## src/ads_pkg.sv

```systemverilog
`default_nettype none
// ==========================================================
// shared constants of the serial pin logic
package ads_pkg;
   // serial word length, in bits
   localparam int ADS_WORD_W = 16;
   // converter input and output register width
   localparam int ADS_DAC_W = 12;
   // power-up values of the converter input register
   localparam logic [11:0] ADS_DAC_FULL = 12'hfff;
   localparam logic [11:0] ADS_DAC_ZERO = 12'h000;
   // clock mode that moves the output on the rising edge
   localparam logic [1:0] ADS_MODE_RISE = 2'h3;
   // result buffer depth, in words
   localparam int ADS_FIFO_DEPTH = 16;
   // value shifted out when no result is waiting
   localparam logic [15:0] ADS_IDLE_WORD = 16'h0000;
   // port states
   typedef enum logic {ADS_IDLE, ADS_SELECTED} ads_state_e;
endpackage
`default_nettype wire

```

## src/ads_fifo.sv

```systemverilog
`timescale 1ns/1ps
`default_nettype none
// ==========================================================
// result buffer with registered read data
module ads_fifo
   import ads_pkg::*;
#(
   parameter int WIDTH = ADS_WORD_W,
   parameter int DEPTH = ADS_FIFO_DEPTH
)
(
   input wire logic ref_clk,
   input wire logic rst_n,
   input wire logic en,
   input wire logic [WIDTH-1:0] wr_data,
   input wire logic wr_valid,
   output logic wr_ready,
   output logic [WIDTH-1:0] rd_data,
   output logic rd_valid,
   input wire logic rd_ready
);
   localparam int AW = $clog2(DEPTH);
   localparam int CW = $clog2(DEPTH + 1);

   logic [WIDTH-1:0] mem_ff [DEPTH];
   logic [AW-1:0] wp_ff, nxt_wp;
   logic [AW-1:0] rp_ff, nxt_rp;
   logic [CW-1:0] cnt_ff, nxt_cnt;
   logic [WIDTH-1:0] out_data_ff, nxt_out_data;
   logic out_valid_ff, nxt_out_valid;
   logic wr_ready_ff, nxt_wr_ready;
   logic push;
   logic load;
   logic deq;

   // ========================================================
   // next state: pointers wrap, so depth is a power of two
   always_comb
   begin
      push = en & wr_valid & wr_ready_ff;
      deq = en & out_valid_ff & rd_ready;
      load = en & (cnt_ff != '0) & (~out_valid_ff | rd_ready);
      nxt_wp = push ? wp_ff + AW'(1) : wp_ff;
      nxt_rp = load ? rp_ff + AW'(1) : rp_ff;
      nxt_cnt = cnt_ff + CW'(push) - CW'(load);
      nxt_out_data = load ? mem_ff[rp_ff] : out_data_ff;
      nxt_out_valid = load | (out_valid_ff & ~deq);
      nxt_wr_ready = nxt_cnt < CW'(DEPTH);
   end

   // storage array, no reset needed
   always_ff @(posedge ref_clk)
   begin
      if (push)
      begin
         mem_ff[wp_ff] <= wr_data;
      end
   end

   // control registers
   always_ff @(posedge ref_clk or negedge rst_n)
   begin
      if (!rst_n)
      begin
         wp_ff <= '0;
         rp_ff <= '0;
         cnt_ff <= '0;
         out_data_ff <= '0;
         out_valid_ff <= 1'b0;
         wr_ready_ff <= 1'b1;
      end
      else
      begin
         wp_ff <= nxt_wp;
         rp_ff <= nxt_rp;
         cnt_ff <= nxt_cnt;
         out_data_ff <= nxt_out_data;
         out_valid_ff <= nxt_out_valid;
         wr_ready_ff <= nxt_wr_ready;
      end
   end

   assign wr_ready = wr_ready_ff;
   assign rd_data = out_data_ff;
   assign rd_valid = out_valid_ff;
endmodule
`default_nettype wire

```

## src/ads_serial_port.sv

```systemverilog
`timescale 1ns/1ps
`default_nettype none
// ==========================================================
// serial host port of the converter
module ads_serial_port
   import ads_pkg::*;
#(
   parameter int WORD_W = ADS_WORD_W,
   parameter int DAC_W = ADS_DAC_W,
   parameter int FIFO_DEPTH = ADS_FIFO_DEPTH
)
(
   input wire logic ref_clk,
   input wire logic rst_n,
   input wire logic clk_en,
   input wire logic cs_n,
   input wire logic sclk,
   input wire logic din,
   input wire logic [1:0] clk_mode,
   input wire logic output_load_n,
   input wire logic powerup_level_select,
   input wire logic [WORD_W-1:0] res_data,
   input wire logic res_valid,
   output logic res_ready,
   output logic dout,
   output logic dout_oe,
   output logic eoc_n,
   output logic [WORD_W-1:0] rx_word,
   output logic rx_valid,
   output logic [DAC_W-1:0] dac_in_value,
   output logic [DAC_W-1:0] dac_out_value
);
   localparam int CNT_W = $clog2(WORD_W);
   localparam logic [CNT_W-1:0] LAST_BIT = CNT_W'(WORD_W - 1);

   ads_state_e state_ff, nxt_state;
   logic sclk_q_ff, nxt_sclk_q;
   logic [WORD_W-1:0] rx_sh_ff, nxt_rx_sh;
   logic [CNT_W-1:0] rx_cnt_ff, nxt_rx_cnt;
   logic [WORD_W-1:0] tx_sh_ff, nxt_tx_sh;
   logic [CNT_W-1:0] tx_cnt_ff, nxt_tx_cnt;
   logic dout_ff, nxt_dout;
   logic dout_oe_ff, nxt_dout_oe;
   logic eoc_n_ff, nxt_eoc_n;
   logic [WORD_W-1:0] rx_word_ff, nxt_rx_word;
   logic rx_valid_ff, nxt_rx_valid;
   logic [DAC_W-1:0] dac_in_ff, nxt_dac_in;
   logic [DAC_W-1:0] dac_out_ff, nxt_dac_out;
   logic init_done_ff, nxt_init_done;
   logic sclk_rise;
   logic sclk_fall;
   logic out_edge;
   logic pop;
   logic [WORD_W-1:0] fifo_data;
   logic fifo_valid;
   logic fifo_ready;

   // ========================================================
   // helpers
   // next word to send: waiting result or idle filler
   function automatic logic [WORD_W-1:0] next_word(
      input logic valid,
      input logic [WORD_W-1:0] data
   );
      next_word = valid ? data : WORD_W'(ADS_IDLE_WORD);
   endfunction

   // one step up a bit counter
   function automatic logic [CNT_W-1:0] count_up(
      input logic [CNT_W-1:0] cnt
   );
      count_up = cnt + CNT_W'(1);
   endfunction

   // shift a word left by one, new bit in at the bottom
   function automatic logic [WORD_W-1:0] shift_in(
      input logic [WORD_W-1:0] word,
      input logic bit_in
   );
      shift_in = {word[WORD_W-2:0], bit_in};
   endfunction

   // ========================================================
   // result buffer between the converter and the serial output
   ads_fifo #(
      .WIDTH(WORD_W),
      .DEPTH(FIFO_DEPTH)
   ) u_fifo (
      .ref_clk(ref_clk),
      .rst_n(rst_n),
      .en(clk_en),
      .wr_data(res_data),
      .wr_valid(res_valid),
      .wr_ready(fifo_ready),
      .rd_data(fifo_data),
      .rd_valid(fifo_valid),
      .rd_ready(pop)
   );

   // ========================================================
   // pin edge detection, pins sampled as synchronous inputs
   always_comb
   begin
      // edge history frozen with the rest
      nxt_sclk_q = clk_en ? sclk : sclk_q_ff;
      sclk_rise = sclk & ~sclk_q_ff;
      sclk_fall = ~sclk & sclk_q_ff;
      // output edge chosen by clock mode
      if (clk_mode == ADS_MODE_RISE)
      begin
         out_edge = sclk_rise;
      end
      else
      begin
         out_edge = sclk_fall;
      end
   end

   // edge history register; resets to the idle level of sclk
   // so that no false edge is seen right after reset
   always_ff @(posedge ref_clk or negedge rst_n)
   begin
      if (!rst_n)
      begin
         sclk_q_ff <= 1'b0;
      end
      else
      begin
         sclk_q_ff <= nxt_sclk_q;
      end
   end

   // ========================================================
   // serial shift engine
   always_comb
   begin
      nxt_state = state_ff;
      nxt_rx_sh = rx_sh_ff;
      nxt_rx_cnt = rx_cnt_ff;
      nxt_tx_sh = tx_sh_ff;
      nxt_tx_cnt = tx_cnt_ff;
      nxt_dout = dout_ff;
      nxt_dout_oe = dout_oe_ff;
      nxt_rx_word = rx_word_ff;
      nxt_rx_valid = 1'b0;
      pop = 1'b0;
      if (!clk_en)
      begin
         nxt_rx_valid = rx_valid_ff;
      end
      else if (cs_n)
      begin
         // deselected: float output, drop partial word
         nxt_state = ADS_IDLE;
         nxt_dout_oe = 1'b0;
         nxt_rx_cnt = '0;
         nxt_tx_cnt = '0;
      end
      else
      begin
         unique case (state_ff)
            ADS_IDLE:
            begin
               // selected: load first word and present its top bit
               nxt_state = ADS_SELECTED;
               pop = fifo_valid;
               nxt_tx_sh = next_word(fifo_valid, fifo_data);
               nxt_dout = nxt_tx_sh[WORD_W-1];
               nxt_dout_oe = 1'b1;
               nxt_rx_cnt = '0;
               nxt_tx_cnt = '0;
            end
            ADS_SELECTED:
            begin
               // input capture on falling edge
               if (sclk_fall)
               begin
                  nxt_rx_sh = shift_in(rx_sh_ff, din);
                  if (rx_cnt_ff == LAST_BIT)
                  begin
                     nxt_rx_word = nxt_rx_sh;
                     nxt_rx_valid = 1'b1;
                     nxt_rx_cnt = '0;
                  end
                  else
                  begin
                     nxt_rx_cnt = count_up(rx_cnt_ff);
                  end
               end
               // output shift on the mode's edge
               if (out_edge)
               begin
                  if (tx_cnt_ff == LAST_BIT)
                  begin
                     // word popped here is lost if cs_n rises before it is shifted out
                     pop = fifo_valid;
                     nxt_tx_sh = next_word(fifo_valid, fifo_data);
                     nxt_tx_cnt = '0;
                  end
                  else
                  begin
                     nxt_tx_sh = shift_in(tx_sh_ff, 1'b0);
                     nxt_tx_cnt = count_up(tx_cnt_ff);
                  end
                  nxt_dout = nxt_tx_sh[WORD_W-1];
               end
            end
         endcase
      end
   end

   // shift engine registers
   always_ff @(posedge ref_clk or negedge rst_n)
   begin
      if (!rst_n)
      begin
         state_ff <= ADS_IDLE;
         rx_sh_ff <= '0;
         rx_cnt_ff <= '0;
         tx_sh_ff <= '0;
         tx_cnt_ff <= '0;
         dout_ff <= 1'b0;
         dout_oe_ff <= 1'b0;
         rx_word_ff <= '0;
         rx_valid_ff <= 1'b0;
      end
      else
      begin
         state_ff <= nxt_state;
         rx_sh_ff <= nxt_rx_sh;
         rx_cnt_ff <= nxt_rx_cnt;
         tx_sh_ff <= nxt_tx_sh;
         tx_cnt_ff <= nxt_tx_cnt;
         dout_ff <= nxt_dout;
         dout_oe_ff <= nxt_dout_oe;
         rx_word_ff <= nxt_rx_word;
         rx_valid_ff <= nxt_rx_valid;
      end
   end

   // ========================================================
   // converter registers and end of conversion
   always_comb
   begin
      nxt_dac_in = dac_in_ff;
      nxt_dac_out = dac_out_ff;
      nxt_init_done = init_done_ff;
      nxt_eoc_n = eoc_n_ff;
      if (clk_en)
      begin
         if (!init_done_ff)
         begin
            // power-up level caught after reset release
            nxt_dac_in = powerup_level_select ? ADS_DAC_FULL
                                              : ADS_DAC_ZERO;
            nxt_init_done = 1'b1;
         end
         else if (nxt_rx_valid)
         begin
            nxt_dac_in = nxt_rx_word[DAC_W-1:0];
         end
         // holding register transparent while load is low
         if (!output_load_n)
         begin
            nxt_dac_out = nxt_dac_in;
         end
         // low while a result waits for the host
         nxt_eoc_n = ~fifo_valid;
      end
   end

   // converter registers and end of conversion flag
   always_ff @(posedge ref_clk or negedge rst_n)
   begin
      if (!rst_n)
      begin
         eoc_n_ff <= 1'b1;
         dac_in_ff <= ADS_DAC_ZERO;
         dac_out_ff <= ADS_DAC_ZERO;
         init_done_ff <= 1'b0;
      end
      else
      begin
         eoc_n_ff <= nxt_eoc_n;
         dac_in_ff <= nxt_dac_in;
         dac_out_ff <= nxt_dac_out;
         init_done_ff <= nxt_init_done;
      end
   end

   // outputs straight from flip-flops
   assign res_ready = fifo_ready;
   assign dout = dout_ff;
   assign dout_oe = dout_oe_ff;
   assign eoc_n = eoc_n_ff;
   assign rx_word = rx_word_ff;
   assign rx_valid = rx_valid_ff;
   assign dac_in_value = dac_in_ff;
   assign dac_out_value = dac_out_ff;
endmodule
`default_nettype wire

```

## config.mk

```make
export PLATFORM = sky130hd
export DESIGN_NAME = ads_serial_port
export DESIGN_NICKNAME = d
export VERILOG_FILES = /design/src/ads_pkg.sv /design/src/ads_fifo.sv /design/src/ads_serial_port.sv
export SDC_FILE = /design/constraint.sdc
export NUM_CORES = 1
export LEC_CHECK = 0
export ABC_AREA = 1
export BUFFER_PORTS_ARGS = -buffer_cell sky130_fd_sc_hd__buf_2
export CORE_UTILIZATION = 50
export DETAILED_ROUTE_END_ITERATION = 8
export PLACE_DENSITY = 0.72
export REMOVE_ABC_BUFFERS = 1
export SLEW_MARGIN = 20
export SYNTH_ARGS = -nofsm -noshare
export SYNTH_HDL_FRONTEND = slang
export SYNTH_SLANG_ARGS = --single-unit
```

## constraint.sdc

```tcl
create_clock -name ref_clk -period 5.1 [get_ports ref_clk]
set_input_delay 1.02 -clock ref_clk [delete_from_list [all_inputs] [get_ports ref_clk]]
set_output_delay 1.02 -clock ref_clk [all_outputs]
set_load 0.005 [all_outputs]
```

== Yosys cells after proc, flatten, opt, wreduce, memory -nomap -nowiden ==
Memory sizes are Yosys's and may differ from the RTL's. A register that Yosys moved wholly into a read port is not among the register bits.
Cells that the tools add are included.

* Register bits: 100
* RAM bits: 256
* Output and inout bits: 45
* Memories: 1

* Add/subtract/negate cells: 6
* Magnitude comparators: 1
* Eq/ne operators: 7
* Multiplexer cells: 38
* Bitwise operators: 18
* Reductions and logical operators: 9

{| class="wikitable"
|+ Memory list
! memory !! words !! width !! read ports !! clocked after memory_dff !! wr ports !! line !! source
|-
| u_fifo.mem_ff || 16 || 16 || 1 || 1 || 1 || ads_fifo.sv:25 || <nowiki>logic [WIDTH-1:0] mem_ff [DEPTH];</nowiki>
|}

{| class="wikitable"
|+ Operator list
! kind !! count
|-
| 12-bit 2-to-1 mux || 8
|-
| 16-bit 2-to-1 mux || 2
|-
| 15-bit one-hot mux with 2 select lines || 1
|-
| 4-bit 2-to-1 mux || 6
|-
| 4-bit by 1-bit adder with 4-bit output, second input constant || 4
|-
| 1-bit 2-to-1 mux || 16
|-
| 4-bit one-hot mux with 2 select lines || 2
|-
| 15-bit 2-to-1 mux || 1
|-
| 1-bit AND || 9
|-
| 4-bit equality test, second input constant || 2
|-
| 2-bit AND reduction || 4
|-
| 1-bit NOT || 7
|-
| 3-bit by 2-bit != test with 1-bit output, second input constant || 2
|-
| 5-bit by 1-bit adder with 5-bit output || 1
|-
| 5-bit less-than comparator, second input constant || 1
|-
| 5-bit AND reduction || 1
|-
| 5-bit nonzero test || 1
|-
| 5-bit by 1-bit subtractor with 5-bit output || 1
|-
| 1-bit one-hot mux with 2 select lines || 2
|-
| 4-bit AND reduction || 1
|-
| 3-bit AND reduction || 1
|-
| 2-bit equality test, second input constant || 1
|-
| 2-bit by 1-bit != test with 1-bit output, second input constant || 1
|-
| 2-bit != test, second input constant || 1
|-
| other kinds (2) || 3
|}

== Depth between registers and ports, before layout ==
* Depth in word-level cells: 11
* Depth in mapped cells: 14

== Cells and area by module ==
A second synthesis with hierarchy kept.

* Cell total of the unflattened synthesis: 1682
* Area, all modules: 16388.2 um^2

{| class="wikitable"
|+ Modules (own cells, without submodules)
! module !! times used !! cells each !! area each (um^2) !! seq. area each (um^2)
|-
| ads_fifo || 1 || 1199 || 12391.9 || 8464.4
|-
| ads_serial_port || 1 || 483 || 3996.3 || 2128.3
|}

== Worst setup path after synthesis ==
OpenSTA, ideal clock, no wires.

* Path type: input to register
* Start: in clk_en
* End: reg u_fifo.cnt_ff[4]
* Arrival time: 3.109 ns
* Data required time: 4.978 ns
* Slack: 1.869 ns
* Stages on the path: 14
* Buffers on the path: 2
* Path through: buf_4 inv_1 nor2_2 nand3_2 a21oi_4 buf_4 ha_1 inv_1 ha_1 inv_1 fa_1 o21ai_0 xnor2_1 inv_1

* Word-level cells in the longest chain between the ends: 4
* Elaborated cells on any way between the ends: 8

{| class="wikitable"
|+ Ends and longest elaborated chain
! item !! line !! source
|-
| start: declaration || ads_serial_port.sv:15 || <nowiki>input wire logic clk_en,</nowiki>
|-
| 1-bit 2-to-1 mux || ads_serial_port.sv:147 || <nowiki>if (!clk_en)</nowiki>
|-
| 1-bit bitwise OR || ads_fifo.sv:42 || <nowiki>load = en & (cnt_ff != '0) & (~out_valid_ff | rd_ready);</nowiki>
|-
| 1-bit AND (*) || ads_fifo.sv:42 ||
|-
| via u_fifo.load || ads_fifo.sv:33 || <nowiki>logic load;</nowiki>
|-
| 5-bit by 1-bit subtractor with 5-bit output (*) || ads_fifo.sv:45 || <nowiki>nxt_cnt = cnt_ff + CW'(push) - CW'(load);</nowiki>
|-
| via u_fifo.nxt_cnt[4] || ads_fifo.sv:28 || <nowiki>logic [CW-1:0] cnt_ff, nxt_cnt;</nowiki>
|-
| end signal: assignment || ads_fifo.sv:76 || <nowiki>cnt_ff <= nxt_cnt;</nowiki>
|-
| end: declaration || ads_fifo.sv:28 ||
|}

The timed path passes the listed nets; every way through them passes the cells marked *.
A chain may end at the register's enable or synchronous reset.

== Final worst setup path ==
* Start: reg tx_cnt_ff[0]
* End: reg u_fifo.cnt_ff[4]

* Word-level cells in the longest chain between the ends: 9

{| class="wikitable"
|+ Ends and longest elaborated chain
! item !! line !! source
|-
| start: declaration || ads_serial_port.sv:41 || <nowiki>logic [CNT_W-1:0] tx_cnt_ff, nxt_tx_cnt;</nowiki>
|-
| start signal: assignment || ads_serial_port.sv:233 || <nowiki>tx_cnt_ff <= nxt_tx_cnt;</nowiki>
|-
| 4-bit equality test || ads_serial_port.sv:193 || <nowiki>if (tx_cnt_ff == LAST_BIT)</nowiki>
|-
| 1-bit 2-to-1 mux || ads_serial_port.sv:193 ||
|-
| 1-bit 2-to-1 mux || ads_serial_port.sv:191 || <nowiki>if (out_edge)</nowiki>
|-
| 1-bit one-hot mux with 2 select lines || ads_serial_port.sv:161 || <nowiki>unique case (state_ff)</nowiki>
|-
| 1-bit 2-to-1 mux || ads_serial_port.sv:151 || <nowiki>else if (cs_n)</nowiki>
|-
| 1-bit 2-to-1 mux || ads_serial_port.sv:147 ||
|-
| 1-bit bitwise OR || ads_fifo.sv:42 ||
|-
| 1-bit AND || ads_fifo.sv:42 ||
|-
| 5-bit by 1-bit subtractor with 5-bit output || ads_fifo.sv:45 ||
|-
| via u_fifo.nxt_cnt[4] || ads_fifo.sv:28 ||
|}

The timed path passes the listed nets, and every way through them passes these cells.

==> summary.txt <==
dpl hpwl - 20.8 mm
root buf cell - clkbuf_16
Design Area, Final - 0.0173 sq mm
Clock Sinks - 372
CTS resizes - 0
WL/cell - 17.7 um
H-tree Lvls - 2
largest fanout on the critical path - 25
unrepaired setup endpoints after global routing - false
Vias/cell - 5.46
Cells after Synth - 1441
critical path's largest stage delay - 430 ps
gr ovfl total - 0
mapped cell area - 0.0155 sq mm
VDD IR-drop max - 0.313 mV
max-cap violations - 0
Area Overhead vs Synth - 11.7%
Iter 0 DRT Violations - 1167
DR vias - 10500
detailed-route DRC error count - 0
# placed instances - 1846
first-pass GRT wire length - 53.6 mm
die footprint - 0.0318 sq mm
die height - 178 um
Clock Path Buffers - 3
number of global-route vias before repair - 10000
Worst-Skew Late Latency - 530 ps
GRT Resource Usage Total - 0.220
clk_skew - 16.8 ps
Post-Layout Cell Count - 1914
CTS Hold Buffers Added - 0
# nets final - 1532
largest net degree at the start of global routing - 100
commonest non-fill, non-tap cells in the layout - nand2_1 (343), edfxtp_1 (256), nor2_1 (187), o21ai_0 (128)
Post-Place Cell Area - 0.0161 sq mm
drt total wl - 33.9 mm
Site Rows - 64
layout cells sized above 1 - 0.111
Antenna Cells - 0
crit start category - flip-flop
Seq/Total Area, Yosys - 0.682
first drt pass iteration count - 6
Filler Cells Inserted - 2491
Worst Setup End Kind - flip-flop
max_slew headroom - 0.278
Routed Antenna Nets - 0
Fin Setup TNS - 0 ps
Worst Hold Class - in2async
number of setup buffers added after CTS - 0
CP delay by family, top - adder cells
Setup-failing EPs final - 0
number of synthesis warnings - 0
Avg Inst Size Synth - 10.8 sq um
IO buf count - 71
outcome - finished clean
Num CTS Buffers - 39
Netlist cell types - 35
Worst-Margin Slew - 1080 ps
CORE AREA - 0.0306 sq mm
Hold Violations, Final - 0
Worst EP arrival - 3590 ps
Initial Utilization - 0.507
CTS tree - yes
Crit-path slowest cell - fa_1
minimum clock period - 3180 ps
CP Class - reg2reg
Ports - 72
CP Cell Sequence - ha_1 -> nand3_1 -> nand2_2 -> nand3_2 -> a21oi_4 -> buf_4 -> ha_1 -> inv_1 -> ha_1 -> inv_1 -> fa_1 -> o21ai_0 -> xnor2_1 -> inv_1
PD cells - 496 mW/mm^2
Bufs and invs on worst path - 4
final worst-path cycle share - 0.624
clock slew at reported path FFs - 60 ps
Worst EP required - 5510 ps
fmax - 314 MHz
Final Max Tran Viols - 0
Placer Congestion - 0.831
leading cell type in the layout, fill and taps excluded - nand2_1
die width - 178 um
Seq cells post-synth - 372
initial antenna violation count - 0
Leakage - 7.12 nW
[state kept, by name, summed over array words and instances (netlist names), 4 cells and up]
register and count:
rx_word 16, u_fifo.rp_ff 4, dac_in_value 12, u_fifo.wp_ff 4, rx_sh_ff 15, u_fifo.mem_ff 256
rx_cnt_ff 4, tx_cnt_ff 4, u_fifo.cnt_ff 5, dac_out_value 12, tx_sh_ff 15, u_fifo.rd_data 16
[final cells by class]
type,count,area [sq um],share of cell area
Clock buffer,57,1090,0.0631
Clock inverter,11,96.3,0.00556
Inverter,80,300,0.0173
Multi-Input combinational cell,914,4300,0.248
Sequential cell,372,10600,0.611
Tap cell,396,495,0.0286
Timing Repair Buffer,84,455,0.0263
[per-stage QoR]
step | hold slack (ps) | total power [W] | util | setup slack (ps)
after floorplan | 442 | 0.00518 | - | 734
after global placement | 455 | 0.00590 | 0.528 | 1480
after detailed placement | 462 | 0.00598 | 0.528 | 1420
after CTS | 362 | 0.00863 | 0.567 | 1890
after global routing | 367 | 0.00905 | 0.567 | 1630
final | 364 | 0.00859 | 0.567 | 1920
[cell usage after synthesis (all sizes together)]
| cell type | number | share of area |
|---|---|---|
| dfrtp | 114 | 0.18 |
| ha | 13 | 0.010 |
| dfstp | 2 | 0.0034 |
| clkinv | 9 | 0.0022 |
| nand3b | 5 | 0.0024 |
| nor2 | 204 | 0.051 |
| o31ai | 15 | 0.0073 |
| a21oi | 36 | 0.012 |
| fa | 1 | 0.0013 |
| xnor2 | 4 | 0.0023 |
| nor3 | 2 | 0.00064 |
| and2 | 1 | 0.00040 |
| inv | 71 | 0.017 |
| xor2 | 7 | 0.0039 |
| o21ai | 128 | 0.041 |
| nand3 | 115 | 0.038 |
| a32o | 1 | 0.00064 |
| a211oi | 1 | 0.00048 |
| edfxtp | 256 | 0.50 |
| nand2 | 347 | 0.086 |
| buf | 46 | 0.017 |
| clkbuf | 29 | 0.0070 |
| o211ai | 28 | 0.014 |
| nand4 | 6 | 0.0024 |
[final timing paths]
kind	from	to	slack (ps)	depth (start not counted)
hold reg to reg	dout_oe	dout_oe	480	2
setup reg to reg	tx_cnt_ff[0]	u_fifo.cnt_ff[4]	1920	14
min in group ref_clk	dout_oe	dout_oe	480	2
setup / recovery	tx_cnt_ff[0]	u_fifo.cnt_ff[4]	1920	14
hold / removal	rst_n	dac_in_value[10]	360	1
max in group asynchronous	rst_n	u_fifo.rp_ff[0]	3670	2
[layer usage]
layer	GRT usage	routed length [um]	part of all wire
met5	0	0	0
met4	0.0646	589	0.017
met2	0.357	16300	0.48
met3	0.0403	2330	0.069
met1	0.303	14800	0.44
[power breakdown]
| group | total [W] | internal (W) | leakage [nW] | switching, W |
|---|---|---|---|---|
| Clock | 0.00266 | 0.00154 | 0.582 | 0.00112 |
| Combinational | 0.00219 | 0.000674 | 2.74 | 0.00152 |
| Sequential | 0.00374 | 0.00352 | 3.80 | 0.000224 |
| Total | 0.00859 | 0.00573 | 7.12 | 0.00286 |
[logic make-up after synthesis]
| kind of cell | share of synthesized area |
|---|---|
| DFF | 0.682 |
| adders and majority gates | 0.0118 |
| and+or+nand+nor | 0.180 |
| buffers and inverters | 0.0438 |
| xor gates and xnor gates | 0.00621 |
| AOI/OAI and AO/OA | 0.0755 |
No activity file was read; power rests on OpenSTA's default activity.
